`config.mk`:
```
export PLATFORM = sky130hd
export DESIGN_NAME = otg_vbus_control_status
export DESIGN_NICKNAME = d
export VERILOG_FILES = /design/src/inc/otg_supply_pkg.sv /design/src/logic/otg_vbus_control_status.sv /design/src/logic/cmp_edge_detect.sv
export VERILOG_INCLUDE_DIRS = /design/src /design/src/inc
export SDC_FILE = /design/constraint.sdc
export NUM_CORES = 1
export LEC_CHECK = 0
export ABC_AREA = 1
export BUFFER_PORTS_ARGS = -buffer_cell sky130_fd_sc_hd__buf_2
export CORE_MARGIN = 2
export CORE_UTILIZATION = 46
export DETAILED_ROUTE_END_ITERATION = 16
export PLACE_DENSITY_LB_ADDON = 0.12
export RECOVER_POWER = 100
export SYNTH_ARGS = -nofsm -noshare
export SYNTH_HDL_FRONTEND = slang
export SYNTH_SLANG_ARGS = --single-unit
export TNS_END_PERCENT = 20
```
`constraint.sdc`:
```
create_clock -name clk -period 2.5 [get_ports clk]
set_clock_uncertainty 0.05 [all_clocks]
set_input_delay 0.125 -clock clk [delete_from_list [all_inputs] [get_ports clk]]
set_output_delay 0.125 -clock clk [all_outputs]
set_load 0.05 [all_outputs]
```
`src/inc/otg_supply_defines.svh`:
```
`ifndef OTG_SUPPLY_DEFINES_SVH
`define OTG_SUPPLY_DEFINES_SVH

// register byte offsets on the bus
`define REG_OTG_CTRL        8'h00
`define REG_EDGE_RISE_EN    8'h04
`define REG_EDGE_FALL_EN    8'h08
`define REG_LIVE_STATUS     8'h0C
`define REG_IRQ_STATUS      8'h10
`define REG_IRQ_MASK        8'h14
`define REG_EXT_IND_CTRL    8'h18
`define REG_IO_PWR          8'h1C
`define REG_SUPPLY_FLAGS    8'h20

// otg control bit positions
`define OTG_DRIVE_BIT       5
`define OTG_DRIVE_EXT_BIT   6
`define OTG_DISCHARGE_BIT   3
`define OTG_CHARGE_BIT      4

// comparator bit positions in enables and status
`define CMP_SUPPLY_VALID    1
`define CMP_SESSION_VALID   2
`define CMP_SESSION_END     3

// external indicator control bits
`define EXT_USE_BIT         0
`define EXT_PASS_BIT        1
`define EXT_INV_BIT         2

// io and power bits
`define IOP_SERIAL_MODE_BIT 0
`define IOP_DP_PULLUP_BIT   1
`define IOP_DM_PULLUP_BIT   2
`define IOP_REG_LEVEL_LSB   4

// reset values
`define OTG_CTRL_RESET      8'h00
`define EDGE_EN_RESET       4'hE
`define EXT_IND_RESET       3'h0
`define IO_PWR_RESET        8'h00
`define IRQ_MASK_RESET      4'h0

`endif

```
`src/inc/otg_supply_pkg.sv`:
```
package otg_supply_pkg;

	// one bit per comparator: [3] session end, [2] session valid, [1] supply valid
	typedef struct packed {
		logic session_end_flag;
		logic session_valid_flag;
		logic supply_valid_flag;
		logic spare;
	} cmp_flags_t;

	typedef struct packed {
		logic [1:0] serial_mode_regulator_level;
		logic       regulator_serial_sel;
		logic       supply_discharge_ctl;
		logic       supply_charge_ctl;
		logic       ext_supply_enable_out;
		logic       charger_pullup_dplus_en;
		logic       charger_pullup_dminus_en;
	} analog_ctl_t;

	typedef enum logic [2:0] {
		ST_IDLE = 3'b001,
		ST_RESP = 3'b010,
		ST_DONE = 3'b100
	} bus_state_t;

endpackage : otg_supply_pkg

```
`src/logic/otg_vbus_control_status.sv`:
```
// The address map and the AXI4-Lite interface to the registers were chosen for this implementation.
`timescale 1ns/1ps
`include "otg_supply_defines.svh"

module otg_vbus_control_status (
	input  wire logic                        clk,
	input  wire logic                        nrst,
	input  wire logic                        active_low_reset_pin,
	input  wire logic                        cmp_session_end_raw,
	input  wire logic                        cmp_session_valid_raw,
	input  wire logic                        cmp_supply_valid_raw,
	input  wire logic [1:0]                  line_state_in,
	output logic      [1:0]                  line_state_out,
	output logic                             rxcmd_supply_valid,
	output otg_supply_pkg::analog_ctl_t      analog_ctl,
	output logic                             irq,
	input  wire logic [7:0]                  s_axi_awaddr,
	input  wire logic                        s_axi_awvalid,
	output logic                             s_axi_awready,
	input  wire logic [31:0]                 s_axi_wdata,
	input  wire logic [3:0]                  s_axi_wstrb,
	input  wire logic                        s_axi_wvalid,
	output logic                             s_axi_wready,
	output logic [1:0]                       s_axi_bresp,
	output logic                             s_axi_bvalid,
	input  wire logic                        s_axi_bready,
	input  wire logic [7:0]                  s_axi_araddr,
	input  wire logic                        s_axi_arvalid,
	output logic                             s_axi_arready,
	output logic [31:0]                      s_axi_rdata,
	output logic [1:0]                       s_axi_rresp,
	output logic                             s_axi_rvalid,
	input  wire logic                        s_axi_rready
);
	logic       rst_meta_ff;
	logic       rst_sync_ff;
	logic       rst_n;
	logic       pin_meta_ff;
	logic       pin_sync_ff;
	logic [7:0] otg_ctrl_ff;
	logic [3:0] rise_en_ff;
	logic [3:0] fall_en_ff;
	logic [3:0] irq_stat_ff;
	logic [3:0] irq_mask_ff;
	logic [2:0] ext_ind_ff;
	logic [7:0] io_pwr_ff;
	logic [7:0] aw_addr_ff;
	logic [31:0] w_data_ff;
	logic [3:0] w_strb_ff;
	logic       aw_have_ff;
	logic       w_have_ff;
	logic       bvalid_ff;
	logic [1:0] bresp_ff;
	logic       rvalid_ff;
	logic [31:0] rdata_ff;
	logic [1:0] rresp_ff;
	logic [1:0] line_ff;
	logic [1:0] rsync_a_ff;
	logic [1:0] rsync_b_ff;
	logic       reg_rst_n;

	// reset release through two flops
	always_ff @(posedge clk or negedge nrst) begin
		if (!nrst) begin
			rst_meta_ff <= 1'b0;
			rst_sync_ff <= 1'b0;
		end else begin
			rst_meta_ff <= 1'b1;
			rst_sync_ff <= rst_meta_ff;
		end
	end
	// everything else resets from this copy, so release never lands mid-cycle
	assign rst_n = rst_sync_ff;

	// reset pin is outside our domain; synchronise it like any pin
	always_ff @(posedge clk or negedge rst_n) begin
		if (!rst_n) begin
			pin_meta_ff <= 1'b0;
			pin_sync_ff <= 1'b0;
		end else begin
			pin_meta_ff <= active_low_reset_pin;
			pin_sync_ff <= pin_meta_ff;
		end
	end

	// raw line state also arrives from the pads
	// both bits share one synchroniser so they never disagree by a cycle
	always_ff @(posedge clk or negedge rst_n) begin
		if (!rst_n) begin
			rsync_a_ff <= 2'b00;
			rsync_b_ff <= 2'b00;
		end else begin
			rsync_a_ff <= line_state_in;
			rsync_b_ff <= rsync_a_ff;
		end
	end
	assign reg_rst_n = rst_n;

	// ---------------- comparator enables and edges ----------------
	wire [3:0] cmp_raw = {cmp_session_end_raw, cmp_session_valid_raw, cmp_supply_valid_raw, 1'b0};
	wire [3:0] both_off = ~(rise_en_ff | fall_en_ff);
	wire [3:0] cmp_en;
	wire [3:0] cmp_live;
	wire [3:0] cmp_evt;

	assign cmp_en[`CMP_SESSION_END] = ~both_off[`CMP_SESSION_END];
	assign cmp_en[`CMP_SESSION_VALID] = 1'b1;
	assign cmp_en[`CMP_SUPPLY_VALID] = ~both_off[`CMP_SUPPLY_VALID];
	assign cmp_en[0] = 1'b0;

	cmp_edge_detect #(
		.WIDTH (4)
	) u_edges (
		.clk      (clk),
		.rst_n    (rst_n),
		.raw_in   (cmp_raw),
		.cmp_en   (cmp_en),
		.rise_en  (rise_en_ff),
		.fall_en  (fall_en_ff),
		.live     (cmp_live),
		.edge_evt (cmp_evt)
	);

	// ---------------- bus decode ----------------
	wire do_write = aw_have_ff & w_have_ff & ~bvalid_ff;
	wire wr_hit_otg   = do_write && aw_addr_ff == `REG_OTG_CTRL;
	wire wr_hit_rise  = do_write && aw_addr_ff == `REG_EDGE_RISE_EN;
	wire wr_hit_fall  = do_write && aw_addr_ff == `REG_EDGE_FALL_EN;
	wire wr_hit_stat  = do_write && aw_addr_ff == `REG_IRQ_STATUS;
	wire wr_hit_mask  = do_write && aw_addr_ff == `REG_IRQ_MASK;
	wire wr_hit_ext   = do_write && aw_addr_ff == `REG_EXT_IND_CTRL;
	wire wr_hit_iop   = do_write && aw_addr_ff == `REG_IO_PWR;
	// writes to the read-only words are accepted and dropped
	wire wr_known     = wr_hit_otg | wr_hit_rise | wr_hit_fall | wr_hit_stat |
	                    wr_hit_mask | wr_hit_ext | wr_hit_iop |
	                    (aw_addr_ff == `REG_LIVE_STATUS) | (aw_addr_ff == `REG_SUPPLY_FLAGS);
	wire wr_lane0     = w_strb_ff[0];
	wire [7:0] wbyte  = w_data_ff[7:0];

	assign s_axi_awready = ~aw_have_ff;
	assign s_axi_wready  = ~w_have_ff;
	assign s_axi_bvalid  = bvalid_ff;
	assign s_axi_bresp   = bresp_ff;
	assign s_axi_arready = ~rvalid_ff;
	assign s_axi_rvalid  = rvalid_ff;
	assign s_axi_rdata   = rdata_ff;
	assign s_axi_rresp   = rresp_ff;

	// write channel capture, either order
	always_ff @(posedge clk or negedge rst_n) begin
		if (!rst_n) begin
			aw_have_ff <= 1'b0;
			w_have_ff  <= 1'b0;
			aw_addr_ff <= 8'h00;
			w_data_ff  <= 32'h0000_0000;
			w_strb_ff  <= 4'h0;
		end else begin
			if (s_axi_awvalid && s_axi_awready) begin
				aw_have_ff <= 1'b1;
				aw_addr_ff <= {s_axi_awaddr[7:2], 2'b00};
			end else if (do_write) begin
				aw_have_ff <= 1'b0;
			end
			if (s_axi_wvalid && s_axi_wready) begin
				w_have_ff <= 1'b1;
				w_data_ff <= s_axi_wdata;
				w_strb_ff <= s_axi_wstrb;
			end else if (do_write) begin
				w_have_ff <= 1'b0;
			end
		end
	end

	// write response; unmapped addresses answer slverr
	always_ff @(posedge clk or negedge rst_n) begin
		if (!rst_n) begin
			bvalid_ff <= 1'b0;
			bresp_ff  <= 2'b00;
		end else if (do_write) begin
			bvalid_ff <= 1'b1;
			bresp_ff  <= wr_known ? 2'b00 : 2'b10;
		end else if (s_axi_bready) begin
			bvalid_ff <= 1'b0;
		end
	end

	// ---------------- control registers ----------------
	// external drive cleared at reset
	always_ff @(posedge clk or negedge reg_rst_n) begin
		if (!reg_rst_n) begin
			otg_ctrl_ff <= `OTG_CTRL_RESET;
			rise_en_ff  <= `EDGE_EN_RESET;
			fall_en_ff  <= `EDGE_EN_RESET;
			irq_mask_ff <= `IRQ_MASK_RESET;
			ext_ind_ff  <= `EXT_IND_RESET;
			io_pwr_ff   <= `IO_PWR_RESET;
		end else if (wr_lane0) begin
			if (wr_hit_otg)  otg_ctrl_ff <= wbyte;
			if (wr_hit_rise) rise_en_ff  <= {wbyte[3:1], 1'b0};
			if (wr_hit_fall) fall_en_ff  <= {wbyte[3:1], 1'b0};
			if (wr_hit_mask) irq_mask_ff <= {wbyte[3:1], 1'b0};
			if (wr_hit_ext)  ext_ind_ff  <= wbyte[2:0];
			if (wr_hit_iop)  io_pwr_ff   <= wbyte;
		end
	end

	// edge events are sticky; a new event beats a clear
	wire [3:0] stat_clr = (wr_hit_stat && wr_lane0) ? wbyte[3:0] : 4'h0;
	always_ff @(posedge clk or negedge rst_n) begin
		if (!rst_n) begin
			irq_stat_ff <= 4'h0;
		end else begin
			irq_stat_ff <= (irq_stat_ff & ~stat_clr) | cmp_evt;
		end
	end
	assign irq = |(irq_stat_ff & irq_mask_ff);

	// ---------------- read path ----------------
	wire [3:0] flags_view = cmp_live;
	wire [31:0] rd_mux =
		(s_axi_araddr[7:2] == `REG_OTG_CTRL     >> 2) ? {24'h000000, otg_ctrl_ff} :
		(s_axi_araddr[7:2] == `REG_EDGE_RISE_EN >> 2) ? {28'h0000000, rise_en_ff} :
		(s_axi_araddr[7:2] == `REG_EDGE_FALL_EN >> 2) ? {28'h0000000, fall_en_ff} :
		(s_axi_araddr[7:2] == `REG_LIVE_STATUS  >> 2) ? {28'h0000000, flags_view} :
		(s_axi_araddr[7:2] == `REG_IRQ_STATUS   >> 2) ? {28'h0000000, irq_stat_ff} :
		(s_axi_araddr[7:2] == `REG_IRQ_MASK     >> 2) ? {28'h0000000, irq_mask_ff} :
		(s_axi_araddr[7:2] == `REG_EXT_IND_CTRL >> 2) ? {29'h00000000, ext_ind_ff} :
		(s_axi_araddr[7:2] == `REG_IO_PWR       >> 2) ? {24'h000000, io_pwr_ff} :
		{30'h00000000, rxcmd_supply_valid, analog_ctl.ext_supply_enable_out};
	// low address bits are ignored; anything past the last word answers slverr
	wire rd_known = s_axi_araddr[7:2] <= (`REG_SUPPLY_FLAGS >> 2);

	always_ff @(posedge clk or negedge rst_n) begin
		if (!rst_n) begin
			rvalid_ff <= 1'b0;
			rdata_ff  <= 32'h0000_0000;
			rresp_ff  <= 2'b00;
		end else if (s_axi_arvalid && s_axi_arready) begin
			rvalid_ff <= 1'b1;
			rdata_ff  <= rd_known ? rd_mux : 32'h0000_0000;
			rresp_ff  <= rd_known ? 2'b00 : 2'b10;
		end else if (s_axi_rready) begin
			rvalid_ff <= 1'b0;
		end
	end

	// ---------------- external indicator select ----------------
	// indicator tied high; selector off by default
	wire ext_indicator = 1'b1;
	wire use_ext = ext_ind_ff[`EXT_USE_BIT];
	wire pass    = ext_ind_ff[`EXT_PASS_BIT];
	wire inv     = ext_ind_ff[`EXT_INV_BIT];
	wire sv_int  = cmp_live[`CMP_SUPPLY_VALID];
	assign rxcmd_supply_valid = !use_ext ? sv_int :
	                            pass     ? (ext_indicator ^ inv) :
	                            (inv ? 1'b0 : sv_int);

	// ---------------- analog controls ----------------
	wire serial_mode = io_pwr_ff[`IOP_SERIAL_MODE_BIT];
	assign analog_ctl.supply_discharge_ctl = otg_ctrl_ff[`OTG_DISCHARGE_BIT];
	assign analog_ctl.supply_charge_ctl = otg_ctrl_ff[`OTG_CHARGE_BIT];
	assign analog_ctl.ext_supply_enable_out = otg_ctrl_ff[`OTG_DRIVE_BIT] | otg_ctrl_ff[`OTG_DRIVE_EXT_BIT];
	assign analog_ctl.regulator_serial_sel = serial_mode;
	assign analog_ctl.serial_mode_regulator_level = io_pwr_ff[`IOP_REG_LEVEL_LSB +: 2];
	assign analog_ctl.charger_pullup_dplus_en  = pin_sync_ff & io_pwr_ff[`IOP_DP_PULLUP_BIT];
	assign analog_ctl.charger_pullup_dminus_en = pin_sync_ff & io_pwr_ff[`IOP_DM_PULLUP_BIT];

	// line state blanked in serial mode
	always_ff @(posedge clk or negedge rst_n) begin
		if (!rst_n) begin
			line_ff <= 2'b00;
		end else begin
			line_ff <= serial_mode ? 2'b00 : rsync_b_ff;
		end
	end
	assign line_state_out = line_ff;
endmodule : otg_vbus_control_status

```
`src/logic/cmp_edge_detect.sv`:
```
`timescale 1ns/1ps
`include "otg_supply_defines.svh"

// synchronises the raw comparator outputs and flags enabled edges
module cmp_edge_detect #(
	parameter int WIDTH = 4
) (
	input  wire logic             clk,
	input  wire logic             rst_n,
	input  wire logic [WIDTH-1:0] raw_in,
	input  wire logic [WIDTH-1:0] cmp_en,
	input  wire logic [WIDTH-1:0] rise_en,
	input  wire logic [WIDTH-1:0] fall_en,
	output logic      [WIDTH-1:0] live,
	output logic      [WIDTH-1:0] edge_evt
);
	logic [WIDTH-1:0] meta_ff;
	logic [WIDTH-1:0] sync_ff;
	logic [WIDTH-1:0] prev_ff;
	logic [1:0]       fill_ff;
	// edges wait until the history holds real levels, else a level already high at reset looks like a rise
	wire              primed = (fill_ff == 2'h3);

	// comparators are asynchronous to clk, so two flops first
	always_ff @(posedge clk or negedge rst_n) begin
		if (!rst_n) begin
			meta_ff <= '0;
			sync_ff <= '0;
			prev_ff <= '0;
			fill_ff <= 2'h0;
		end else begin
			meta_ff <= raw_in;
			sync_ff <= meta_ff;
			prev_ff <= live;
			if (!primed) fill_ff <= fill_ff + 2'h1;
		end
	end

	// per comparator: gated live value and edge events
	genvar i;
	generate
		for (i = 0; i < WIDTH; i++) begin : g_cmp
			assign live[i]     = sync_ff[i] & cmp_en[i];
			assign edge_evt[i] = primed & ((rise_en[i] & live[i] & ~prev_ff[i]) |
			                               (fall_en[i] & ~live[i] & prev_ff[i]));
		end
	endgenerate
endmodule : cmp_edge_detect

```
==> summary.txt <==
GRT
  – Largest net degree at the start of global routing: 47
  – First-pass GRT wire length: between 10 and 15 mm
  – Grt ovf: 0
  – Met1 Track Usage GR: 0.2540
  – Met3 Resource Use GR: 0.03636
  – Met2 Use GR: 0.2788
  – Initial antenna violation count: 0
  – Vias in the first global route: 2636
  – Gr usage total: 0.1818
  – Top Usage Layer GRT: met2

Clock tree
  – Num CTS Buffers: 9
  – Buffer count from post-CTS setup fixing: 0
  – Clock Tree Buf Depth: 2
  – CTS H-tree depth: 3
  – Clk root buf: clkbuf_8
  – CTS tree: yes
  – Clock slew at reported path FFs: 80 ps
  – Clk sinks: between 80 and 90
  – Worst-Skew Late Latency: around 340 ps

STA
  – RSZ-0062 raised after global routing: false
  – Minimum clock period: between 1500 and 2000 ps
  – Fmax: ~520 MHz
  – Least-Margin Pin Slew: between 1000 and 1500 ps
  – TNS Setup: 0 ps
  – Final period util: 0.7722
  – Final hold violation count: 0
  – Hold_ws: approximately 38 ps
  – Slew Viols, Final: 0
  – Slew headroom: 0.06511
  – Final setup viols: 0

Finish
  – Layout area overhead: 16.59%
  – Nets: approximately 560
  – Antenna Cells: 0
  – Share of post-route cells with drive strength above 1: 0.1660

Worst hold path
  – Min-Delay Path Class: in -> async

Power and ir drop
  – Sequential share of power: 0.442
  – Internal power: 2653 uW
  – Switching share of total power: 0.4097
  – Clk pwr share: 0.225
  – Cell leakage power: between 0.002 and 0.0025 uW
  – Power per cell area: a little over 1000 nW/um^2
  – Comb pwr share: 0.333
  – Psw: approximately 1800 uW
  – VDD IR max: between 600 and 700 uV

Route
  – Antenna Nets Post-Route: 0
  – Post-DR wirelength/cell: 12.45 um
  – DRC Markers: 0
  – Iter 0 DRT Violations: approximately 130
  – Vias post-DR: 2826
  – Total wire length: ~7.5 mm
  – Drt pass-1 iters: 4
  – Vias per cell: ~4.7

Logic synthesis
  – Post-synth ARST share: 1.000
  – Yosys reg bits: 82
  – Yosys cell types: 38
  – Post-synth EDFFs: 0
  – Synth top area share: 0.4974
  – Mapped Cells: around 410
  – Most common library cells after synthesis: nand2_1, dfrtp_1, nor2_1
  – Synth Area per Inst: roughly 9.3 um^2
  – Synth top area cells: dfrtp_1, nand2_1, buf_4
  – Main synth FF type: dfrtp_1
  – Mapped Area: ~3800 um^2
  – Most common cell in the netlist: nand2_1
  – Sequential share of the synthesized area: 0.5386
  – Ys Warns: 0
  – Cell taking the most area after synthesis: dfrtp_1

Setup path
  – CP Cell Sequence: nor3_1, inv_1, nor2_2, nand2_2, nand2_1, o21ai_0
  – Critical Path RT: 2670 ps
  – Slowest CP cell: nor3_1
  – Crit path largest cell delay: 460 ps
  – Critical path class: reg -> reg
  – Startpoint types: flop
  – WP data arrival: between 2000 and 2500 ps
  – Worst path top cell family by delay: simple AND/OR/NAND/NOR gates
  – Worst setup EP type: flop
  – CP Launch Point: s_axi_bvalid$_DFFE_PN0P_
  – Worst R2R Start: s_axi_bvalid$_DFFE_PN0P_
  – Crit-path max FO: 16
  – Crit path buf inv count: 1

Status
  – Status: completed

Placement
  – # port buffers: 60
  – Post-DP HPWL: about 5.4 mm
  – RD Place Congestion: a little under 0.9

Floorplanning
  – DIE HEIGHT: between 90 and 100 um
  – Core area: ~8000 um^2
  – Total Die Area: about 9000 um^2
  – I/O pin total: about 120
  – Die W: approximately 95 um
  – Row cnt: 33
  – Initial Utilization: 0.4701

Run
  – Max-cap violations: 0
[worst reg2reg max path, cell delays in order, from the launching register on]
cell	delay, ps
dfrtp_1	400
nor3_1	460
inv_1	280
nor2_2	180
nand2_2	230
nand2_1	130
o21ai_0	80
[power by group through the flow]
stage          registers (uW)  logic, uW  clock network [uW]
6_report                 1990       1500                1010
5_1_grt                  2040       1660                1110
4_1_cts                  1990       1630                1050
3_5_place_dp             2020       1600                   0
3_3_place_gp             2010       1570                   0
2_1_floorplan            2050       1240                   0
[cell type report]
cell class,instances,area [um^2]
flip-flops and latches,82,2059
repair buffers,85,526.8
well taps,105,131.4
inverters,43,161.4
clock buffers,11,131.4
fillers,770,3676
clock inverters,5,80.08
multi-input cells,274,1368
[flip-flops by register name, indices dropped and copies added, names as in the netlist, 2 cells and up]
register / count
u_edges.sync_ff: 3
irq_mask_ff: 3
io_pwr_ff: 8
irq_stat_ff: 4
aw_addr_ff: 6
fall_en_ff: 3
otg_ctrl_ff: 8
rsync_a_ff: 2
s_axi_rdata: 8
rise_en_ff: 3
w_data_ff: 8
u_edges.prev_ff: 3
rsync_b_ff: 2
u_edges.fill_ff: 2
line_state_out: 2
ext_ind_ff: 3
u_edges.meta_ff: 3
[timing repair]
item	in CTS	in global routing
hold buffers	24	0
hold endpoints to repair	25	0
resized for setup	0	0
[cell usage in the layout, fill, tap and decap left out, types with 4 or more instances in the layout]
cell | synthesis | final
o21ai_0 | 20 | 36
nor2_4 | 4 | 4
mux2_2 | 4 | 4
dlygate4sd3_1 | 0 | 24
nor2_1 | 37 | 37
a22oi_1 | 4 | 4
a21oi_1 | 21 | 21
buf_2 | 0 | 33
nand2_2 | 6 | 4
nor2_2 | 4 | 4
nand3_1 | 4 | 5
inv_2 | 7 | 4
dfrtp_1 | 76 | 76
nand2_1 | 91 | 93
conb_1 | 2 | 27
o21ai_2 | 16 | 4
dfstp_2 | 6 | 4
clkbuf_1 | 2 | 29
clkbuf_8 | 0 | 9
inv_1 | 36 | 39
[per-layer routing]
layer | up-vias | share of wire
met5 | - | 0
met4 | 0 | 0.010
met3 | 4 | 0.041
met2 | 77 | 0.47
met1 | 1315 | 0.48
li1 | 1430 | -
[cell families (layout without fill, tap and decap cells)]
family          Yosys count  after routing  share of synthesized area
compound gates           81             81                     0.1322
xor+xnor                  1              1                   0.002291
fa+ha+maj                 1              1                   0.003272
buf+inv                  78            144                     0.1109
flops                    82             82                     0.5386
mux                       4              4                    0.01178
other cells               2             27                   0.001964
simple gates            160            160                     0.1990
[final timing paths]
kind | endpoint | slack (ps) | cells after the start
max | otg_ctrl_ff[4]$_DFFE_PN0P_ | 570 | 6
max in group asynchronous | rise_en_ff[3]$_DFFE_PN1P_ | 900 | 1
min | rst_meta_ff$_DFF_PN0_ | 40 | 2
min in group clk | aw_have_ff$_DFFE_PN0P_ | 180 | 3
min reg2reg | u_edges.sync_ff[3]$_DFF_PN0_ | 300 | 0
max reg2reg | otg_ctrl_ff[4]$_DFFE_PN0P_ | 570 | 6
[metrics by stage]
step | worst slack, ps | std cells | utilization | power [uW] | instance area (um^2)
2_1_floorplan | 7.568 | 434 | - | 3292 | 3918
3_3_place_gp | 872.4 | 565 | 0.5053 | 3574 | 4110
3_5_place_dp | 838.6 | 565 | 0.5053 | 3616 | 4110
4_1_cts | 642.3 | 605 | 0.5608 | 4672 | 4562
5_1_grt | 322.0 | 605 | 0.5481 | 4800 | 4458
6_report | 569.6 | 605 | 0.5481 | 4494 | 4458
Power figures use the tool's default switching activity.
